## src/hw/color_seq_pkg.sv

```systemverilog
package color_seq_pkg;
  localparam logic [4:0] OFS_ENABLE = 5'h00;
  localparam logic [4:0] OFS_INTEGRATION_TIME_SETTING = 5'h01;
  localparam logic [4:0] OFS_WAIT_TIME_SETTING = 5'h03;
  localparam logic [4:0] OFS_LTH_LO = 5'h04;
  localparam logic [4:0] OFS_LTH_HI = 5'h05;
  localparam logic [4:0] OFS_HTH_LO = 5'h06;
  localparam logic [4:0] OFS_HTH_HI = 5'h07;
  localparam logic [4:0] OFS_PERS = 5'h0c;
  localparam logic [4:0] OFS_CONFIG = 5'h0d;
  localparam logic [4:0] OFS_CONTROL = 5'h0f;
  localparam logic [4:0] OFS_ID = 5'h12;
  localparam logic [4:0] OFS_STATUS = 5'h13;
  localparam logic [4:0] OFS_DATA = 5'h14;
  localparam logic [4:0] OFS_DATA_LAST = 5'h1b;
  localparam int EN_PON = 0;
  localparam int EN_CONV = 1;
  localparam int EN_WAIT = 3;
  localparam int EN_INT_OUT = 4;
  localparam int CFG_LONG_WAIT = 1;
  localparam int ST_VALID = 0;
  localparam int ST_INT = 4;
  localparam int CMD_SEL = 7;
  localparam logic [1:0] CMD_TYPE_AUTO = 2'h1;
  localparam logic [1:0] CMD_TYPE_SF = 2'h3;
  localparam logic [4:0] SF_INT_CLEAR = 5'h06;
  localparam logic [7:0] RST_ZERO = 8'h00;
  localparam logic [7:0] RST_TIME = 8'hff;
  localparam int TIME_FULL = 256;
  localparam int LONG_WAIT_MULT = 12;
  localparam int STEP_TIME_US = 2400;
  localparam int CLK_FREQ_MHZ = 200;
  localparam int STEP_CYCLES = STEP_TIME_US * CLK_FREQ_MHZ;
  typedef enum logic [2:0] {
    SEQ_SLEEP = 3'b000, SEQ_IDLE = 3'b001, SEQ_WARM = 3'b010, SEQ_WAIT = 3'b011,
    SEQ_INIT = 3'b100, SEQ_ADC = 3'b101, SEQ_COPY = 3'b110
  } seq_state_e;
  typedef enum logic [2:0] {
    I2C_IDLE = 3'b000, I2C_RX = 3'b001, I2C_ACK = 3'b010, I2C_TX = 3'b011,
    I2C_TXACK = 3'b100
  } i2c_state_e;
endpackage : color_seq_pkg

```

## src/hw/host_link_if.sv

```systemverilog
`timescale 1ns/1ps
`default_nettype none
interface host_link_if;
  logic start;
  logic busy;
  logic wr;
  logic first;
  logic rd;
  logic [7:0] wdata;
  logic [7:0] rdata;
  modport target (output start, output busy, output wr, output first, output rd,
                  output wdata, input rdata);
  modport core (input start, input busy, input wr, input first, input rd,
                input wdata, output rdata);
endinterface : host_link_if
`default_nettype wire

```

## src/hw/data_store.sv

```systemverilog
`timescale 1ns/1ps
`default_nettype none
module data_store #(
  parameter int WIDTH = 8,
  parameter int DEPTH = 8,
  parameter int AW = 3
) (
  input wire logic clk_sys_i,
  input wire logic rst_n_i,
  input wire logic we_i,
  input wire logic [DEPTH*WIDTH-1:0] wdata_i,
  input wire logic [AW-1:0] raddr_i,
  output logic [WIDTH-1:0] rdata_o
);
  logic [WIDTH-1:0] mem_q [DEPTH];
  // whole-set write keeps every byte of one result together
  for (genvar i = 0; i < DEPTH; i++) begin : g_entry
    always_ff @(posedge clk_sys_i or negedge rst_n_i) begin
      if (!rst_n_i) mem_q[i] <= '0;
      else if (we_i) mem_q[i] <= wdata_i[i*WIDTH +: WIDTH];
    end
  end
  always_ff @(posedge clk_sys_i or negedge rst_n_i) begin
    if (!rst_n_i) rdata_o <= '0;
    else rdata_o <= mem_q[raddr_i];
  end
endmodule : data_store
`default_nettype wire

```

## src/hw/i2c_target.sv

```systemverilog
`timescale 1ns/1ps
`default_nettype none
module i2c_target import color_seq_pkg::*; #(
  parameter logic [6:0] DEV_ADDR = 7'h30 // arbitrary value
) (
  input wire logic clk_sys_i,
  input wire logic rst_n_i,
  input wire logic scl_i,
  input wire logic sda_i,
  output logic sda_oe_o,
  host_link_if.target lk
);
  logic [2:0] scl_s_q, sda_s_q;
  logic scl_f_q, sda_f_q, scl_p_q, sda_p_q;
  i2c_state_e st_q;
  logic [7:0] sh_q, wdata_q;
  logic [3:0] cnt_q;
  logic rw_q, addr_ph_q, first_q, fst_q, start_q, wr_q, rd_q;
  // a pin change counts once stages two and three agree
  always_ff @(posedge clk_sys_i or negedge rst_n_i) begin
    if (!rst_n_i) begin
      scl_s_q <= 3'h7;
      sda_s_q <= 3'h7;
      scl_f_q <= 1'b1;
      sda_f_q <= 1'b1;
      scl_p_q <= 1'b1;
      sda_p_q <= 1'b1;
    end else begin
      scl_s_q <= {scl_s_q[1:0], scl_i};
      sda_s_q <= {sda_s_q[1:0], sda_i};
      if (scl_s_q[1] == scl_s_q[2]) scl_f_q <= scl_s_q[2];
      if (sda_s_q[1] == sda_s_q[2]) sda_f_q <= sda_s_q[2];
      scl_p_q <= scl_f_q;
      sda_p_q <= sda_f_q;
    end
  end
  wire rise = scl_f_q & ~scl_p_q;
  wire fall = ~scl_f_q & scl_p_q;
  wire start_c = scl_f_q & scl_p_q & sda_p_q & ~sda_f_q;
  wire stop_c = scl_f_q & scl_p_q & ~sda_p_q & sda_f_q;
  wire addr_hit = sh_q[7:1] == DEV_ADDR;
  always_ff @(posedge clk_sys_i or negedge rst_n_i) begin
    if (!rst_n_i) begin
      st_q <= I2C_IDLE;
      sh_q <= '0;
      wdata_q <= '0;
      cnt_q <= '0;
      {rw_q, addr_ph_q, first_q, fst_q, start_q, wr_q, rd_q, sda_oe_o} <= '0;
    end else begin
      start_q <= 1'b0;
      wr_q <= 1'b0;
      rd_q <= 1'b0;
      if (start_c) begin
        st_q <= I2C_RX;
        cnt_q <= '0;
        addr_ph_q <= 1'b1;
        sda_oe_o <= 1'b0;
        start_q <= 1'b1;
      end else if (stop_c) begin
        st_q <= I2C_IDLE;
        sda_oe_o <= 1'b0;
      end else begin
        case (st_q)
          I2C_RX: begin
            if (rise) begin
              sh_q <= {sh_q[6:0], sda_f_q};
              cnt_q <= cnt_q + 4'h1;
            end else if (fall && cnt_q == 4'h8) begin
              cnt_q <= '0;
              if (addr_ph_q) begin
                addr_ph_q <= 1'b0;
                first_q <= 1'b1;
                rw_q <= sh_q[0];
                st_q <= addr_hit ? I2C_ACK : I2C_IDLE;
                sda_oe_o <= addr_hit;
              end else begin
                wr_q <= 1'b1;
                wdata_q <= sh_q;
                fst_q <= first_q;
                first_q <= 1'b0;
                st_q <= I2C_ACK;
                sda_oe_o <= 1'b1;
              end
            end
          end
          I2C_ACK: begin
            if (fall && rw_q) begin
              sh_q <= lk.rdata;
              sda_oe_o <= ~lk.rdata[7];
              rd_q <= 1'b1;
              cnt_q <= 4'h1;
              st_q <= I2C_TX;
            end else if (fall) begin
              sda_oe_o <= 1'b0;
              st_q <= I2C_RX;
            end
          end
          I2C_TX: begin
            if (fall && cnt_q == 4'h8) begin
              sda_oe_o <= 1'b0;
              st_q <= I2C_TXACK;
            end else if (fall) begin
              sda_oe_o <= ~sh_q[6];
              sh_q <= {sh_q[6:0], 1'b0};
              cnt_q <= cnt_q + 4'h1;
            end
          end
          I2C_TXACK: begin
            if (rise) st_q <= sda_f_q ? I2C_IDLE : I2C_ACK;
          end
          default: st_q <= I2C_IDLE;
        endcase
      end
    end
  end
  assign lk.start = start_q;
  assign lk.busy = st_q != I2C_IDLE;
  assign lk.wr = wr_q;
  assign lk.first = fst_q;
  assign lk.rd = rd_q;
  assign lk.wdata = wdata_q;
endmodule : i2c_target
`default_nettype wire

```

## src/hw/color_sensor_sequencer.sv

```systemverilog
`timescale 1ns/1ps
`default_nettype none
module color_sensor_sequencer import color_seq_pkg::*; #(
  parameter int STEP_CYC = STEP_CYCLES,
  parameter int PRESC_W = 20,
  parameter logic [7:0] ID_VALUE = 8'h5a // arbitrary value
) (
  input wire logic clk_sys_i,
  input wire logic rst_n_i,
  input wire logic scl_i,
  input wire logic sda_i,
  output logic sda_o,
  output logic sda_oe_o,
  output logic int_oe_o,
  output logic adc_integrate_o,
  output logic [1:0] adc_gain_o,
  output logic [2:0] state_o,
  input wire logic [15:0] clear_count_i,
  input wire logic [15:0] red_count_i,
  input wire logic [15:0] green_count_i,
  input wire logic [15:0] blue_count_i
);
  logic [1:0] rst_sync_q;
  logic rst_n;
  host_link_if lk ();
  seq_state_e state_q, state_d;
  logic [7:0] enable_q, integration_time_setting_q, wait_time_setting_q, pers_q, config_q, control_q;
  logic [15:0] lth_q, hth_q;
  logic [4:0] ptr_q;
  logic autoinc_q, int_q, valid_q, warm_q;
  logic [PRESC_W-1:0] presc_q;
  logic [11:0] step_q;
  logic [5:0] pcnt_q;
  logic [63:0] pend_q;
  logic [7:0] store_rdata, reg_rdata;

  // release of the asynchronous reset is retimed; everything else uses rst_n
  always_ff @(posedge clk_sys_i or negedge rst_n_i) begin
    if (!rst_n_i) rst_sync_q <= 2'b00;
    else rst_sync_q <= {rst_sync_q[0], 1'b1};
  end
  assign rst_n = rst_sync_q[1];

  i2c_target u_i2c (
    .clk_sys_i(clk_sys_i),
    .rst_n_i(rst_n),
    .scl_i(scl_i),
    .sda_i(sda_i),
    .sda_oe_o(sda_oe_o),
    .lk(lk.target)
  );

  // command byte and register write decode
  wire wr_cmd = lk.wr & lk.first & lk.wdata[CMD_SEL];
  wire sf_cmd = wr_cmd & (lk.wdata[6:5] == CMD_TYPE_SF);
  wire sf_clear = sf_cmd & (lk.wdata[4:0] == SF_INT_CLEAR);
  wire set_ptr = wr_cmd & ~sf_cmd;
  wire wr_reg = lk.wr & ~lk.first;
  wire ptr_inc = (wr_reg | lk.rd) & autoinc_q;
  wire hit_enable = wr_reg & (ptr_q == OFS_ENABLE);
  wire hit_integration_time_setting = wr_reg & (ptr_q == OFS_INTEGRATION_TIME_SETTING);
  wire hit_wait_time_setting = wr_reg & (ptr_q == OFS_WAIT_TIME_SETTING);
  wire hit_lth_lo = wr_reg & (ptr_q == OFS_LTH_LO);
  wire hit_lth_hi = wr_reg & (ptr_q == OFS_LTH_HI);
  wire hit_hth_lo = wr_reg & (ptr_q == OFS_HTH_LO);
  wire hit_hth_hi = wr_reg & (ptr_q == OFS_HTH_HI);
  wire hit_pers = wr_reg & (ptr_q == OFS_PERS);
  wire hit_config = wr_reg & (ptr_q == OFS_CONFIG);
  wire hit_control = wr_reg & (ptr_q == OFS_CONTROL);

  wire power_on_bit = enable_q[EN_PON];
  wire conv = enable_q[EN_CONV];
  wire wen = enable_q[EN_WAIT];
  wire interrupt_output_enable = enable_q[EN_INT_OUT];

  always_ff @(posedge clk_sys_i or negedge rst_n) begin
    if (!rst_n) begin
      ptr_q <= '0;
      autoinc_q <= 1'b0;
    end else if (set_ptr) begin
      ptr_q <= lk.wdata[4:0];
      autoinc_q <= lk.wdata[6:5] == CMD_TYPE_AUTO;
    end else if (ptr_inc) begin
      ptr_q <= ptr_q + 5'h01;
    end
  end

  always_ff @(posedge clk_sys_i or negedge rst_n) begin
    if (!rst_n) begin
      enable_q <= RST_ZERO;
      integration_time_setting_q <= RST_TIME;
      wait_time_setting_q <= RST_TIME;
      lth_q <= {RST_ZERO, RST_ZERO};
      hth_q <= {RST_ZERO, RST_ZERO};
      pers_q <= RST_ZERO;
      config_q <= RST_ZERO;
      control_q <= RST_ZERO;
    end else begin
      if (hit_enable) enable_q <= lk.wdata;
      if (hit_integration_time_setting) integration_time_setting_q <= lk.wdata;
      if (hit_wait_time_setting) wait_time_setting_q <= lk.wdata;
      if (hit_lth_lo) lth_q[7:0] <= lk.wdata;
      if (hit_lth_hi) lth_q[15:8] <= lk.wdata;
      if (hit_hth_lo) hth_q[7:0] <= lk.wdata;
      if (hit_hth_hi) hth_q[15:8] <= lk.wdata;
      if (hit_pers) pers_q <= lk.wdata;
      if (hit_config) config_q <= lk.wdata;
      if (hit_control) control_q <= lk.wdata;
    end
  end

  // read selection; data bytes come from the buffered copy only
  wire data_sel = (ptr_q >= OFS_DATA) && (ptr_q <= OFS_DATA_LAST);
  wire [7:0] status_val = 8'((int_q << ST_INT) | (valid_q << ST_VALID));
  assign reg_rdata =
    (ptr_q == OFS_ENABLE) ? enable_q :
    (ptr_q == OFS_INTEGRATION_TIME_SETTING) ? integration_time_setting_q :
    (ptr_q == OFS_WAIT_TIME_SETTING) ? wait_time_setting_q :
    (ptr_q == OFS_LTH_LO) ? lth_q[7:0] :
    (ptr_q == OFS_LTH_HI) ? lth_q[15:8] :
    (ptr_q == OFS_HTH_LO) ? hth_q[7:0] :
    (ptr_q == OFS_HTH_HI) ? hth_q[15:8] :
    (ptr_q == OFS_PERS) ? pers_q :
    (ptr_q == OFS_CONFIG) ? config_q :
    (ptr_q == OFS_CONTROL) ? control_q :
    (ptr_q == OFS_ID) ? ID_VALUE :
    (ptr_q == OFS_STATUS) ? status_val : 8'h00;
  assign lk.rdata = data_sel ? store_rdata : reg_rdata;

  // step timing: one step is STEP_CYC cycles
  wire [8:0] adc_steps = 9'(TIME_FULL - int'(integration_time_setting_q));
  wire [8:0] wait_base = 9'(TIME_FULL - int'(wait_time_setting_q));
  wire [11:0] wait_steps = config_q[CFG_LONG_WAIT] ?
    12'(int'(wait_base) * LONG_WAIT_MULT) : {3'h0, wait_base};
  wire [11:0] step_target =
    (state_q == SEQ_WAIT) ? wait_steps :
    (state_q == SEQ_ADC) ? {3'h0, adc_steps} : 12'h001;
  wire step_tick = presc_q == PRESC_W'(STEP_CYC - 1);
  wire phase_done = step_tick & (step_q == step_target - 12'h001);
  wire timed = (state_q == SEQ_WARM) | (state_q == SEQ_WAIT) |
               (state_q == SEQ_INIT) | (state_q == SEQ_ADC);

  always_comb begin
    state_d = state_q;
    case (state_q)
      SEQ_SLEEP: if (lk.start) state_d = SEQ_IDLE;
      SEQ_IDLE: begin
        if (!power_on_bit) state_d = SEQ_SLEEP;
        else if (!warm_q) state_d = SEQ_WARM;
        else if (conv) state_d = wen ? SEQ_WAIT : SEQ_INIT;
      end
      SEQ_WARM: begin
        if (!power_on_bit) state_d = SEQ_SLEEP;
        else if (phase_done) state_d = SEQ_IDLE;
      end
      SEQ_WAIT: begin
        if (!power_on_bit) state_d = SEQ_SLEEP;
        else if (phase_done) state_d = SEQ_INIT;
      end
      SEQ_INIT: begin
        if (!power_on_bit) state_d = SEQ_SLEEP;
        else if (phase_done) state_d = SEQ_ADC;
      end
      SEQ_ADC: begin
        if (!power_on_bit) state_d = SEQ_SLEEP;
        else if (phase_done) state_d = SEQ_COPY;
      end
      // copy waits for the bus to go quiet so a read never mixes two results
      SEQ_COPY: if (!lk.busy) state_d = SEQ_IDLE;
      default: state_d = SEQ_SLEEP;
    endcase
  end

  always_ff @(posedge clk_sys_i or negedge rst_n) begin
    if (!rst_n) state_q <= SEQ_SLEEP;
    else state_q <= state_d;
  end

  always_ff @(posedge clk_sys_i or negedge rst_n) begin
    if (!rst_n) begin
      presc_q <= '0;
      step_q <= '0;
    end else if (!timed || state_d != state_q) begin
      presc_q <= '0;
      step_q <= '0;
    end else if (step_tick) begin
      presc_q <= '0;
      step_q <= step_q + 12'h001;
    end else begin
      presc_q <= presc_q + PRESC_W'(1);
    end
  end

  always_ff @(posedge clk_sys_i or negedge rst_n) begin
    if (!rst_n) warm_q <= 1'b0;
    else if (!power_on_bit) warm_q <= 1'b0;
    else if (state_q == SEQ_WARM && phase_done) warm_q <= 1'b1;
  end

  // result capture, thresholds and persistence
  wire adc_end = (state_q == SEQ_ADC) & (state_d == SEQ_COPY);
  wire store_we = (state_q == SEQ_COPY) & ~lk.busy;
  wire below = clear_count_i < lth_q;
  wire above = (lth_q <= hth_q) && (clear_count_i > hth_q);
  wire out_range = below | above;

  function automatic logic [5:0] pers_limit(input logic [3:0] f);
    if (f < 4'h4) pers_limit = {2'b00, f};
    else pers_limit = 6'(5 * (int'(f) - 3));
  endfunction : pers_limit

  wire [5:0] limit = pers_limit(pers_q[3:0]);
  wire [5:0] pcnt_next = (pcnt_q == 6'h3f) ? pcnt_q : pcnt_q + 6'h01;
  wire fire = adc_end & ((limit == 6'h00) | (out_range & (pcnt_next >= limit)));

  always_ff @(posedge clk_sys_i or negedge rst_n) begin
    if (!rst_n) begin
      pend_q <= '0;
      pcnt_q <= '0;
    end else if (adc_end) begin
      pend_q <= {blue_count_i, green_count_i, red_count_i, clear_count_i};
      pcnt_q <= out_range ? pcnt_next : 6'h00;
    end
  end

  data_store #(
    .WIDTH(8),
    .DEPTH(8),
    .AW(3)
  ) u_store (
    .clk_sys_i(clk_sys_i),
    .rst_n_i(rst_n),
    .we_i(store_we),
    .wdata_i(pend_q),
    .raddr_i(3'(ptr_q - OFS_DATA)),
    .rdata_o(store_rdata)
  );

  always_ff @(posedge clk_sys_i or negedge rst_n) begin
    if (!rst_n) begin
      int_q <= 1'b0;
      valid_q <= 1'b0;
    end else begin
      // a new event in the clear cycle wins
      if (fire) int_q <= 1'b1;
      else if (sf_clear) int_q <= 1'b0;
      if (!conv || !power_on_bit) valid_q <= 1'b0;
      else if (store_we) valid_q <= 1'b1;
    end
  end

  always_ff @(posedge clk_sys_i or negedge rst_n) begin
    if (!rst_n) begin
      int_oe_o <= 1'b0;
      adc_integrate_o <= 1'b0;
      adc_gain_o <= 2'b00;
      sda_o <= 1'b0;
    end else begin
      int_oe_o <= int_q & interrupt_output_enable;
      adc_integrate_o <= state_d == SEQ_ADC;
      adc_gain_o <= control_q[1:0];
      sda_o <= 1'b0;
    end
  end
  assign state_o = state_q;

  // checks
  logic [31:0] cyc_q;
  always_ff @(posedge clk_sys_i or negedge rst_n) begin
    if (!rst_n) cyc_q <= '0;
    else if (state_d != state_q) cyc_q <= '0;
    else cyc_q <= cyc_q + 32'h1;
  end
  wire [31:0] step32 = 32'(STEP_CYC);
endmodule : color_sensor_sequencer
`default_nettype wire

```

## config.mk

```make
export PLATFORM = sky130hd
export DESIGN_NAME = color_sensor_sequencer
export DESIGN_NICKNAME = d
export VERILOG_FILES = /design/src/hw/color_seq_pkg.sv /design/src/hw/host_link_if.sv /design/src/hw/data_store.sv /design/src/hw/i2c_target.sv /design/src/hw/color_sensor_sequencer.sv
export SDC_FILE = /design/constraint.sdc
export NUM_CORES = 1
export LEC_CHECK = 0
export BUFFER_PORTS_ARGS = -buffer_cell sky130_fd_sc_hd__buf_4
export CORE_MARGIN = 2
export CORE_UTILIZATION = 64
export CTS_BUF_LIST = sky130_fd_sc_hd__clkbuf_4
export DETAILED_ROUTE_END_ITERATION = 7
export PLACE_DENSITY = 0.91
export SLEW_MARGIN = 10
export SYNTH_ARGS = -nofsm -noshare
export SYNTH_HDL_FRONTEND = slang
export SYNTH_HIERARCHICAL = 1
export SYNTH_SLANG_ARGS = --single-unit
```

## constraint.sdc

```tcl
create_clock -name clk_sys_i -period 12 [get_ports clk_sys_i]
set_input_delay 0.6 -clock clk_sys_i [delete_from_list [all_inputs] [get_ports clk_sys_i]]
set_output_delay 0.6 -clock clk_sys_i [all_outputs]
set_load 0.05 [all_outputs]
```

# ---- After elaboration in Yosys (flattened, before gate mapping)
# Index checks and enable logic that the tools add are counted.
dict set report word_totals {
  input_bits 68
  elab_cells 305
  regBits 313
}
dict set report op_classes {
  magnitude_cmp 8
  multipliers 2
  reduce_logical 31
  n_bitwise 51
  eq_ne 51
  addsub 10
  muxes 101
}
# operator n
set ops {}
lappend ops {{$mux W8} 17}
lappend ops {{$mux W3} 23}
lappend ops {{$mux W12} 4}
lappend ops {{$mux W20} 2}
lappend ops {{$mux W1} 32}
lappend ops {{$and A1 B1 Y1} 30}
lappend ops {{$mux W4} 7}
lappend ops {{$eq A5 B3 Y1 const B} 5}
lappend ops {{$bmux W8 S3} 1}
lappend ops {{$pmux W8 S3} 1}
lappend ops {{$pmux W3 S7} 1}
lappend ops {{$add A20 B1 Y20 const B} 1}
lappend ops {{$eq A20 B19 Y1 const B} 1}
lappend ops {{$eq A3 B3 Y1 const B} 6}
lappend ops {{$mux W6} 3}
lappend ops {{$reduce_and A6 Y1} 3}
lappend ops {{$sub A9 B8 Y9 const A} 2}
lappend ops {{$gt A16 B16 Y1} 1}
lappend ops {{$le A16 B16 Y1} 1}
lappend ops {{$lt A16 B16 Y1} 1}
lappend ops {{$ne A4 B1 Y1 const B} 4}
lappend ops {{$eq A5 B4 Y1 const B} 3}
lappend ops {{$mux W5} 3}
lappend ops {{$reduce_and A5 Y1} 3}
lappend ops {{other kinds (55)} 99}

# ---- Longest topological paths before layout
# Gate-level depths: netlist of run 1.
dict set report depth {
  ltp_word 19
  mapped_depth 19
  ltp_nobuf 17
}

# ---- Hierarchy
# Netlist of run 1, hierarchy kept.
# module n_inst cells_each seq_area_each_um2 area_each_um2
set modules_own_cells {}
lappend modules_own_cells {color_sensor_sequencer 1 1179 5024.8 12047.8}
lappend modules_own_cells {data_store 1 172 1801.7 3106.7}
lappend modules_own_cells {i2c_target 1 174 1038.5 1873.0}

# ---- Worst setup path after synthesis of run 1
# Ideal clock, no wire load.
dict set report synth_timing {
  path_kind {register to register}
  from {register wait_time_setting_q[0]}
  to {register pcnt_q[1]}
  synth_period_minus_slack_ns 5.053
  path_stages_with_launch 20
  arrival_time_ns 4.926
  path_slack_ns 6.947
  path_cell_list {dfstp_2 clkbuf_1 inv_1 ha_1 nor3b_2 a21boi_0 nor2_1 ha_1 o21a_1 o21a_1 a311o_1 and3_1 or3_1 a211oi_1 o21bai_1 a2111oi_2 nand2_1 nor3_4 buf_6 mux2_1}
}
dict set report synth_between {
  elab_chain_len 12
  elab_cells_between_ends 18
  cone_classes {add/sub (2); mul (1); eq/ne (2); mux (11); bitwise (2)}
}
# item line
set synth_lines {}
lappend synth_lines {{start: declaration} color_sensor_sequencer.sv:27} ;# logic [7:0] enable_q, integration_time_setting_q, wait_time_setting_q, pers_q, config_q, control_q;
lappend synth_lines {{start signal: assignment} color_sensor_sequencer.sv:101} ;# if (hit_wait_time_setting) wait_time_setting_q <= lk.wdata;
lappend synth_lines {{$sub A9 B8 Y9 *} color_sensor_sequencer.sv:132} ;# wire [8:0] wait_base = 9'(TIME_FULL - int'(wait_time_setting_q));
lappend synth_lines {{$mul A9 B2 Y10} color_sensor_sequencer.sv:134} ;# 12'(int'(wait_base) * LONG_WAIT_MULT) : {3'h0, wait_base};
lappend synth_lines {{$mux W12 *} color_sensor_sequencer.sv:133} ;# wire [11:0] wait_steps = config_q[CFG_LONG_WAIT] ?
lappend synth_lines {{$mux W12 *} color_sensor_sequencer.sv:136} ;# (state_q == SEQ_WAIT) ? wait_steps :
lappend synth_lines {{$sub A12 B1 Y12 *} color_sensor_sequencer.sv:139} ;# wire phase_done = step_tick & (step_q == step_target - 12'h001);
lappend synth_lines {{$eq A12 B12 Y1 *} color_sensor_sequencer.sv:139}
lappend synth_lines {{$and A1 B1 Y1 *} color_sensor_sequencer.sv:139}
lappend synth_lines {{$mux W3, on equally long branches (2 in series)} -}
lappend synth_lines {{$pmux W3 S7 *} color_sensor_sequencer.sv:145} ;# case (state_q)
lappend synth_lines {{$eq A3 B3 Y1 *} color_sensor_sequencer.sv:201} ;# wire adc_end = (state_q == SEQ_ADC) & (state_d == SEQ_COPY);
lappend synth_lines {{$and A1 B1 Y1 *} color_sensor_sequencer.sv:201}
lappend synth_lines {{end signal: assignment} color_sensor_sequencer.sv:222} ;# pcnt_q <= out_range ? pcnt_next : 6'h00;
lappend synth_lines {{end: declaration} color_sensor_sequencer.sv:33} ;# logic [5:0] pcnt_q;
# Every way passes the cells marked *; elsewhere a longest branch is shown, timed or not.
# A chain may end at the register's enable or synchronous reset.

# ---- Worst setup path after layout of run 1
dict set report layout_timing {
  from {register wait_time_setting_q[0]}
  to {register pend_q[18]}
}
dict set report layout_between {
  elab_chain_len 12
  elab_cells_between_ends 18
  cone_classes {add/sub (2); mul (1); eq/ne (2); mux (11); bitwise (2)}
}
# item line
set layout_lines {}
lappend layout_lines {{$sub A9 B8 Y9 *} color_sensor_sequencer.sv:132}
lappend layout_lines {{$mul A9 B2 Y10} color_sensor_sequencer.sv:134}
lappend layout_lines {{$mux W12 *} color_sensor_sequencer.sv:133}
lappend layout_lines {{$mux W12 *} color_sensor_sequencer.sv:136}
lappend layout_lines {{$sub A12 B1 Y12 *} color_sensor_sequencer.sv:139}
lappend layout_lines {{$eq A12 B12 Y1 *} color_sensor_sequencer.sv:139}
lappend layout_lines {{$and A1 B1 Y1 *} color_sensor_sequencer.sv:139}
lappend layout_lines {{$mux W3, on equally long branches (2 in series)} -}
lappend layout_lines {{$pmux W3 S7 *} color_sensor_sequencer.sv:145}
lappend layout_lines {{$eq A3 B3 Y1 *} color_sensor_sequencer.sv:201}
lappend layout_lines {{$and A1 B1 Y1 *} color_sensor_sequencer.sv:201}
lappend layout_lines {{end signal: assignment} color_sensor_sequencer.sv:221} ;# pend_q <= {blue_count_i, green_count_i, red_count_i, clear_count_i};
lappend layout_lines {{end: declaration} color_sensor_sequencer.sv:34} ;# logic [63:0] pend_q;
# Marked as above.

==> results of run 1 <==
==> Yosys cell counts (15+ instances only) <==
master    number  area [um2]
o21ai_0       58         290
mux2_2       161        1810
o211ai_1      19         143
mux2_1        68         766
clkbuf_1      42         158
nor2b_1       17         106
inv_1         60         225
ha_1          79         988
nor2_1       104         390
nand2_1      104         390
and2_1        17         106
nand4_1       22         138
nand3_1       34         170
xnor2_1       37         324
a21oi_1       59         295
dfstp_2       26         683
a211oi_1      27         203
and3_1        19         119
nor3_1        28         140
dfrtp_1      287        7180
nand2b_1      19         119
mux4_1        15         394
xor2_1        22         193
==> path summary, 6_finish.rpt <==
check	depth (start not counted)	to	slack [ns]	startpoint
setup / recovery	18	pend_q[18]	6.16	wait_time_setting_q[0]
hold / removal	2	pend_q[59]	0.08	blue_count_i[11]
setup reg to reg	18	pend_q[18]	6.16	wait_time_setting_q[0]
hold reg to reg	0	u_i2c/cnt_q[0]	0.34	rst_sync_q[1]
max in group asynchronous	1	pcnt_q[3]	10.13	rst_sync_q[1]
min in group asynchronous	2	rst_sync_q[1]	0.20	rst_n_i
==> layout make-up <==
cell class                      count  area share
Timing Repair Buffer               84      0.0347
Inverter                           60      0.0120
Sequential cell                   313       0.419
Clock inverter                     29     0.00800
Antenna cell                        2    0.000267
Multi-Input combinational cell   1084       0.458
Clock buffer                      114      0.0456
Tap cell                          335      0.0223
==> power breakdown <==
| part | internal, mW | switching (mW) |
|---|---|---|
| logic | 0.0434 | 0.0617 |
| registers | 1.08 | 0.0262 |
| clock network | 0.445 | 0.449 |
| total | 1.56 | 0.537 |
==> worst max-delay path, cell delays in order, from the launching register on <==
cell and delay (ns):
dfstp_2 0.65, inv_1 0.08, ha_1 0.23, nor3b_2 0.22
a21boi_0 0.31, nor2_1 0.12, ha_1 0.34, o21a_1 0.15
o21a_1 0.19, a311o_1 0.41, and3_1 0.23, or3_1 0.36
a211oi_1 0.26, o21bai_1 0.13, a2111oi_2 0.45, nand2_1 0.21
nor3_4 0.15, buf_4 0.78, mux2_1 0.41
==> cells in the final DEF (no fill, tap or decap), types with 5 or more instances in the layout <==
cell type,count
clkinv_1,21
dfstp_2,26
dfrtp_1,286
or4_1,8
inv_1,60
nor4_1,5
mux2_2,161
and3_1,19
buf_4,80
nor3b_1,5
clkbuf_4,114
and3b_1,5
nand3_1,34
nand2_1,104
o21ai_0,58
or3_1,10
o21a_1,13
xor2_1,22
xnor2_1,37
nand2b_1,19
a31oi_1,13
a21oi_1,59
nor3_1,27
and2_1,17
a211oi_1,27
nor2b_1,17
mux4_1,15
nand4_1,22
o311ai_0,6
mux2_1,68
a21o_1,14
nor2_1,104
ha_1,79
o211ai_1,19
o22ai_1,5
mux2i_1,10
==> repair_timing <==
item	CTS	global route
gates resized for setup	0	0
endpoints found under the hold margin	4	0
hold buffers	3	0
==> stage by stage <==
step,std cells,util,power [mW],hold WS (ns)
final,2021,0.720,2.10,0.0773
after global routing,2021,0.720,2.19,0.0539
after CTS,2019,0.720,2.12,0.0306
after detailed placement,1873,0.680,1.22,0.350
after global placement,1873,0.680,1.21,0.336
after floorplan,1525,-,1.18,0.304
==> cells by family (layout without fill, tap and decap cells) <==
family | after synthesis | in the layout
flops | 313 | 313
mux | 255 | 255
xor+xnor | 61 | 61
simple gates | 426 | 426
compound gates | 258 | 258
buf+inv | 128 | 287
fa+ha+maj | 82 | 82
other cells | 2 | 4
==> metal layers <==
metal	track usage	vias up
met1	0.375	6327
met3	0.0574	165
met2	0.507	610
met4	0.157	0
met5	0	-
li1	-	5781
==> flow_summary_export.csv, run 1 <==
group,metric,value,unit
sta,post-route-min-period,5.84,ns
status,status,"finished, final reports clean",
global_route,grt_overflow,0,
floorplan,num_rows,59,
synth,async_flop_share,1.00,
synth,synth_top_family_by_area,"multiplexers",
floorplan,coreArea,26100,um2
global_route,gr-usage-all-layers,0.302,
sta,fin_crit_sh,0.487,
synth,yosysSeqAreaShare,0.462,
setup_path,cp-end-kind,"flip-flop",
synth,synth-xor-area-share,0.0331,
global_route,grt_pass1_vias,13400,
finish,syn2layout_area_growth,10.2,%
setup_path,start_kind,"flip-flop",
routing,dr_wl_met3,2.91,mm
sta,finClkSkew,0.0676,ns
global_route,grt_pass1_wl,68.1,mm
setup_path,crit_fanout,72,
sta,worstMarginPinSlew,1.09,ns
synth,synth_edf_count,0,
pwr,ir_worst_vdd,0.112,mV
setup_path,cp.arrival,6.46,ns
synth,synthMuxAreaShare,0.182,
global_route,antenna_found_initial,1,
floorplan,die_w,167,um
floorplan,ios,77,
finish,design_area,18800,um2
synth,ys_seq_elements,313,
routing,ant_nets,0,
sta,rsz0062_at_grt,"false",
routing,vias,12900,
cts,clkSinkCount,313,
finish,reg_top3,"pend_q (64), u_store/mem_q (64), presc_q (20)",
placement,dpl_cell_area,17700,um2
floorplan,die_area,27900,um2
placement,dp_hpwl,28.1,mm
finish,multi_input_area,8590,um2
finish,num-fill-cells,1639,
cts,clk_path_buf_depth,3,
cts,numCtsBuffers,79,
routing,viasPerCell,6.37,
synth,syn-instance-count,1525,
synth,synth_compound_gate_area_share,0.100,
global_route,grt_max_degree,206,
cts,clock_latency,0.74,ns
finish,drive_above_1_share,0.243,
setup_path,crit_type,"reg2reg",
finish,nets,1770,
routing,drc,0,
synth,yosys_warnings,6,
routing,drtIter0Drc,1189,
finish,register_area,7870,um2
sta,finalSetupTns,0,ns
sta,fmax,0.171,GHz
routing,top_layer,"met4",
cts,htree_levels,3,
synth,syn-mean-instance-area,11.2,um2
synth,synth_cell_types,86,
synth,netlist_area,17000,um2
pwr,p_leak,9.02,nW
synth,syn-num-nets,1673,
routing,dr.pass1.iters,6,
floorplan,fp.dieH,167,um
placement,gp_congestion,0.927,
placement,io_buffer_count,75,
synth,ys.flop_type,"dfrtp_1",
sta,relSlewSlack,0.271,
sta,setup_viol,0,
placement,post-place-ws,6.19,ns
floorplan,initial_utilization,0.653,
synth,synth-simple-area-share,0.128,
sta,drv_slew,0,
routing,wl_met1,16.2,mm
cts,cts_setup_buffers,0,
pwr,p_per_area,112,nW/um2
min_path,hold_path_class,"in2reg",
routing,wl_per_cell,20.6,um
routing,wl_met2,20.6,mm
cts,cts_tree,"yes",
synth,yosys.area_share.adder,0.0604,
sta,hold_violations,0,
cts,root_buffer,"clkbuf_4",
run,maxCapViolCount,0,
sta,finalWorstSetupSlack,6.16,ns
routing,routed_wl,41.7,mm
setup_path,worstPathRequired,12.61,ns
cts,clk_pin_slew,0.07,ns
Note: power is estimated with default switching activity, not from simulation.
==> run 2: changes to the inputs <==
- clock period: 12 -> 5.45 ns (I/O delays scaled with it)
==> run 2 against run 1 <==
  * The run now ends with DRC left
  * Cell area is 4.9% higher
  * Global-route usage is 5.4 points higher
  * Worst setup slack worse by 6.0 ns
  * Wire length is 30% higher
  * Cell count is 4.2% higher
  * Clock power is 140% higher
  * First-iteration DRC count is 56% higher
  * Hold slack better by 0.10 ns
  * Critical endpoint is now pend_q[36]
==> flow_summary_export.csv, run 2 (synthesis results as in run 1) <==
group,metric,value,unit
status,status,"finished, violations left",
status,violations,"DRC",
sta,relSlewSlack,0.328,
floorplan,ios,77,
placement,gp_congestion,0.940,
cts,htree_levels,3,
cts,root_buffer,"clkbuf_4",
finish,drive_above_1_share,0.251,
global_route,grt_overflow,0,
setup_path,crit_buf_inv,3,
setup_path,slowest_stage,"or4_1",
setup_path,cp-end-kind,"flip-flop",
setup_path,rr_worst_depth,18,
cts,clk_path_buf_depth,3,
run,maxCapViolCount,0,
floorplan,coreArea,26100,um2
routing,routed_wl,54.1,mm
routing,vias,14400,
cts,clk_pin_slew,0.07,ns
setup_path,rrSetupSlack,0.11,ns
cts,clkSinkCount,313,
pwr,seqPwrFrac,0.498,
min_path,hold_path_class,"in2reg",
global_route,antenna_found_initial,5,
finish,syn2layout_area_growth,15.7,%
floorplan,die_w,167,um
setup_path,slowest_delay,0.50,ns
pwr,p_int,3.53,mW
setup_path,r2r_start,"wait_time_setting_q[0]",
sta,fmax,0.187,GHz
routing,drtIter0Drc,1857,
floorplan,die_area,27900,um2
setup_path,crit_fanout,16,
global_route,grt_max_degree,91,
global_route,grt_pass1_vias,14400,
pwr,p_per_area,247,nW/um2
setup_path,crit_path_end,"pend_q[36]",
setup_path,startpoint,"wait_time_setting_q[0]",
finish,layout_common_cells,"dfrtp_1, mux2_2, clkbuf_4, nor2_1, nand2_1",
sta,worstMarginPinSlew,1.01,ns
setup_path,cp.arrival,5.91,ns
pwr,power.share.switching,0.276,
sta,hold-worst-slack,0.182,ns
setup_path,crit_type,"reg2reg",
finish,reg_top3,"pend_q (64), u_store/mem_q (64), presc_q (20)",
sta,drv_slew,0,
pwr,p_leak,9.44,nW
routing,viasPerCell,6.84,
routing,wl_per_cell,25.7,um
pwr,p_switching,1.35,mW
setup_path,crit_chain,"buf_4, or4_1, o21ai_1, and2_1, ha_1, o21a_1, o21a_1, a311o_1, and3_1, or3_1, a211oi_1, o21bai_1, a2111oi_4, nand2_2, nor3_4, buf_12, buf_12, mux2_1",
sta,fin_crit_sh,0.980,
setup_path,crit_cells,18,
finish,fin_cells,2105,
placement,dp_hpwl,28.4,mm
routing,dr.pass1.iters,8,
placement,post-place-cells,1883,
routing,drc,1,
sta,post-route-min-period,5.34,ns
routing,ant_nets,0,
cts,numCtsBuffers,80,
sta,finClkSkew,0.0928,ns
finish,final_common_cell,"dfrtp_1",
floorplan,initial_utilization,0.653,
sta,setup_viol,0,
global_route,gr-usage-all-layers,0.357,
setup_path,start_kind,"flip-flop",
cts,clock_latency,0.80,ns
setup_path,r2r_end,"pend_q[36]",
finish,nets,1854,
sta,hold_violations,0,
pwr,ir_worst_vdd,0.233,mV
placement,io_buffer_count,75,
setup_path,worstPathRequired,6.02,ns
pwr,power_frac_clock,0.443,
cts,cts_tree,"yes",
floorplan,fp.dieH,167,um
pwr,p_comb_frac,0.059,
floorplan,num_rows,59,
setup_path,cp_top_family,"compound AO/OA/AOI/OAI gates",
global_route,grt_pass1_wl,78.5,mm
run 2: cell types whose count changed in the layout (fill, tap and decap cells not counted), sizes merged:
cell / delta
clkbuf: +8
diode: +2
buf: +17
dlygate4sd3: +65
clkinv: -7
clkinvlp: -1
run 2: cell type report:
cell class,instances,area [um2]
Fill cell,1475,6360
Sequential cell,313,7870
Multi-Input combinational cell,1084,8620
Tap cell,335,419
Timing Repair Buffer,167,1520
Inverter,60,225
Antenna cell,4,10.0
Clock buffer,121,908
Clock inverter,21,121
run 2: routing by layer:
metal | routed length, um | global-route usage | vias up
li1 | - | - | 5934
met1 | 19100 | 0.422 | 6959
met2 | 25300 | 0.598 | 1120
met3 | 5430 | 0.0771 | 389
met4 | 4170 | 0.218 | 0
met5 | 0 | 0 | -
run 2: worst min path at each step:
stage,start,end,depth (start not counted)
6_report,scl_i,u_i2c/scl_s_q[0],2
5_1_grt,sda_i,u_i2c/sda_s_q[0],2
4_1_cts,sda_i,u_i2c/sda_s_q[0],2
3_5_place_dp,rst_n_i,rst_sync_q[0],1
3_3_place_gp,rst_n_i,rst_sync_q[0],1
2_1_floorplan,rst_n_i,rst_sync_q[0],0
run 2: timing repair:
action                     in CTS  in global routing
resized for setup               0                  8
hold endpoints to repair       68                  0
setup endpoints to repair       0                 70
setup buffers                   0                  7
hold buffers                   68                  0
run 2: power groups by stage:
| stage | registers [mW] | clock network, mW | logic, mW |
|---|---|---|---|
| 6_report | 2.43 | 2.16 | 0.286 |
| 5_1_grt | 2.43 | 2.28 | 0.313 |
| 4_1_cts | 2.42 | 2.07 | 0.263 |
| 3_5_place_dp | 2.47 | 0 | 0.221 |
| 3_3_place_gp | 2.46 | 0 | 0.208 |
| 2_1_floorplan | 2.47 | 0 | 0.113 |
run 2: metrics by stage:
stage | setup WS, ns | cell area, um2 | TNS (ns) | util | total power, mW
after CTS | 0.0161 | 19600 | 0 | 0.751 | 4.76
final | 0.110 | 19700 | 0 | 0.756 | 4.87
after detailed placement | 0.0596 | 17900 | 0 | 0.685 | 2.69
after global routing | -0.0941 | 19700 | -0.116 | 0.756 | 5.03
after global placement | 0.277 | 17900 | 0 | 0.685 | 2.67
after floorplan | 0.353 | 17000 | 0 | - | 2.59
==> run 3: changes to the inputs <==
==> constraint.sdc (replaced) <==
create_clock -name clk_sys_i -period 5.45 [get_ports clk_sys_i]
set_input_delay 0 -clock clk_sys_i [delete_from_list [all_inputs] [get_ports clk_sys_i]]
set_output_delay 0 -clock clk_sys_i [all_outputs]
set_load 0.05 [all_outputs]
==> run 3 against run 2 <==
  * The flow now finishes without violations
  * Via count down 1.5%
  * Non-clock buffer count up 8
  * Clock power about the same
  * Cell count up 0.24%
  * Largest cell class unchanged
  * Highest routed layer unchanged
==> flow_summary_export.csv, run 3 (synthesis results as in run 1) <==
group,metric,value,unit
sta,post-route-min-period,5.29,ns
sta,relSlewSlack,0.341,
finish,nets,1862,
cts,clk_pin_slew,0.09,ns
finish,layout_common_cells,"dfrtp_1, mux2_2, clkbuf_4, nor2_1, nand2_1",
routing,ant_nets,0,
pwr,p_per_area,246,nW/um2
sta,setup_viol,0,
cts,root_buffer,"clkbuf_4",
routing,routed_wl,50.5,mm
cts,cts_setup_buffers,0,
routing,drc,0,
setup_path,crit_fanout,27,
sta,drv_slew,0,
setup_path,start_kind,"flip-flop",
cts,htree_levels,3,
pwr,ir_worst_vdd,0.221,mV
sta,finClkSkew,0.0833,ns
global_route,gr-usage-all-layers,0.367,
global_route,grt_pass1_wl,80.8,mm
finish,final_common_cell,"dfrtp_1",
floorplan,coreArea,26100,um2
routing,vias,14200,
pwr,p_leak,9.45,nW
finish,syn2layout_area_growth,16.0,%
run,maxCapViolCount,0,
global_route,grt_pass1_vias,14700,
routing,dr.pass1.iters,7,
sta,worstMarginPinSlew,0.987,ns
setup_path,slowest_delay,0.49,ns
sta,fmax,0.189,GHz
placement,io_buffer_count,75,
cts,numCtsBuffers,80,
routing,wl_per_cell,23.9,um
global_route,grt_overflow,0,
floorplan,initial_utilization,0.653,
floorplan,ios,77,
floorplan,die_area,27900,um2
setup_path,worstPathRequired,6.07,ns
setup_path,cp_top_family,"compound AO/OA/AOI/OAI gates",
routing,viasPerCell,6.72,
finish,reg_top3,"pend_q (64), u_store/mem_q (64), presc_q (20)",
floorplan,fp.dieH,167,um
setup_path,crit_buf_inv,3,
placement,post-place-cells,1883,
sta,finalSetupTns,0,ns
sta,hold_violations,0,
placement,dp_hpwl,28.4,mm
placement,gp_congestion,0.940,
sta,fin_crit_sh,0.971,
floorplan,num_rows,59,
setup_path,cp.arrival,5.91,ns
cts,clkSinkCount,313,
sta,rsz0062_at_grt,"false",
setup_path,slowest_stage,"or4_1",
setup_path,crit_type,"reg2reg",
finish,fin_cells,2110,
routing,drtIter0Drc,1393,
finish,final_util,0.758,
cts,clock_latency,0.76,ns
global_route,antenna_found_initial,1,
status,status,"finished, final reports clean",
global_route,grt_max_degree,91,
cts,clk_path_buf_depth,3,
setup_path,cp-end-kind,"flip-flop",
min_path,hold_path_class,"in2reg",
setup_path,crit_chain,"buf_4, or4_1, o21ai_0, and2_1, ha_1, o21a_1, o21a_1, a311o_1, and3_1, or3_1, a211oi_1, o21bai_1, a2111oi_4, nand2_1, nor3_4, buf_12, buf_4, mux2_1",
finish,drive_above_1_share,0.244,
cts,cts_tree,"yes",
floorplan,die_w,167,um
[run 3: worst reg2reg max path, stage by stage, from the launching register on]
cell	delay (ns)
dfstp_2	0.37
buf_4	0.17
or4_1	0.49
o21ai_0	0.20
and2_1	0.20
ha_1	0.31
o21a_1	0.23
o21a_1	0.19
a311o_1	0.40
and3_1	0.23
or3_1	0.35
a211oi_1	0.26
o21bai_1	0.16
a2111oi_4	0.38
nand2_1	0.19
nor3_4	0.19
buf_12	0.25
buf_4	0.24
mux2_1	0.38
[run 3: worst paths after layout]
kind                                     to  slack (ns)                   start  cells past startpoint
setup / recovery                 pend_q[33]        0.16  wait_time_setting_q[0]                     18
hold / removal                   pend_q[43]        0.02       green_count_i[11]                      3
setup reg to reg                 pend_q[33]        0.16  wait_time_setting_q[0]                     18
hold reg to reg            u_i2c/sda_s_q[1]        0.37        u_i2c/sda_s_q[0]                      0
max in group asynchronous          hth_q[9]        3.59           rst_sync_q[1]                      1
min in group asynchronous     rst_sync_q[1]        0.13                 rst_n_i                      3
[run 3: stage by stage]
stage                     instance area, um2  power, mW  hold WS (ns)  setup slack, ns
after detailed placement               17900       2.69        -0.213           0.0596
after global placement                 17900       2.67        -0.216            0.277
after global routing                   19700       5.03        0.0297          0.00261
after floorplan                        17000       2.59        -0.296            0.353
final                                  19700       4.87        0.0232            0.160
after CTS                              19700       4.77       0.00105           0.0161
[run 3: power breakdown]
part	total, mW	switching (mW)	internal [mW]	leakage (nW)
clock	2.14	1.11	1.03	0.618
combinational	0.294	0.157	0.137	4.60
sequential	2.43	0.0622	2.37	4.24
[run 3: per-layer routing]
metal / share of wire / vias to the layer above / track usage
li1: - / 5963 / -
met5: 0 / - / 0
met1: 0.36 / 6898 / 0.436
met3: 0.091 / 333 / 0.0919
met2: 0.48 / 986 / 0.603
met4: 0.068 / 0 / 0.224
[run 3: repair_timing]
item                                    CTS  global route
endpoints found under the setup margin    0            70
gates resized for setup                   0             4
hold endpoints to repair                 68             0
hold buffers                             84             0
[run 3: area by class of cell]
type	count	area (um2)
inverters	60	225
clock buffers	121	908
repair buffers	175	1590
clock inverters	21	121
well taps	335	419
multi-input cells	1084	8610
flip-flops and latches	313	7870
diodes	1	2.50
fillers	1458	6310
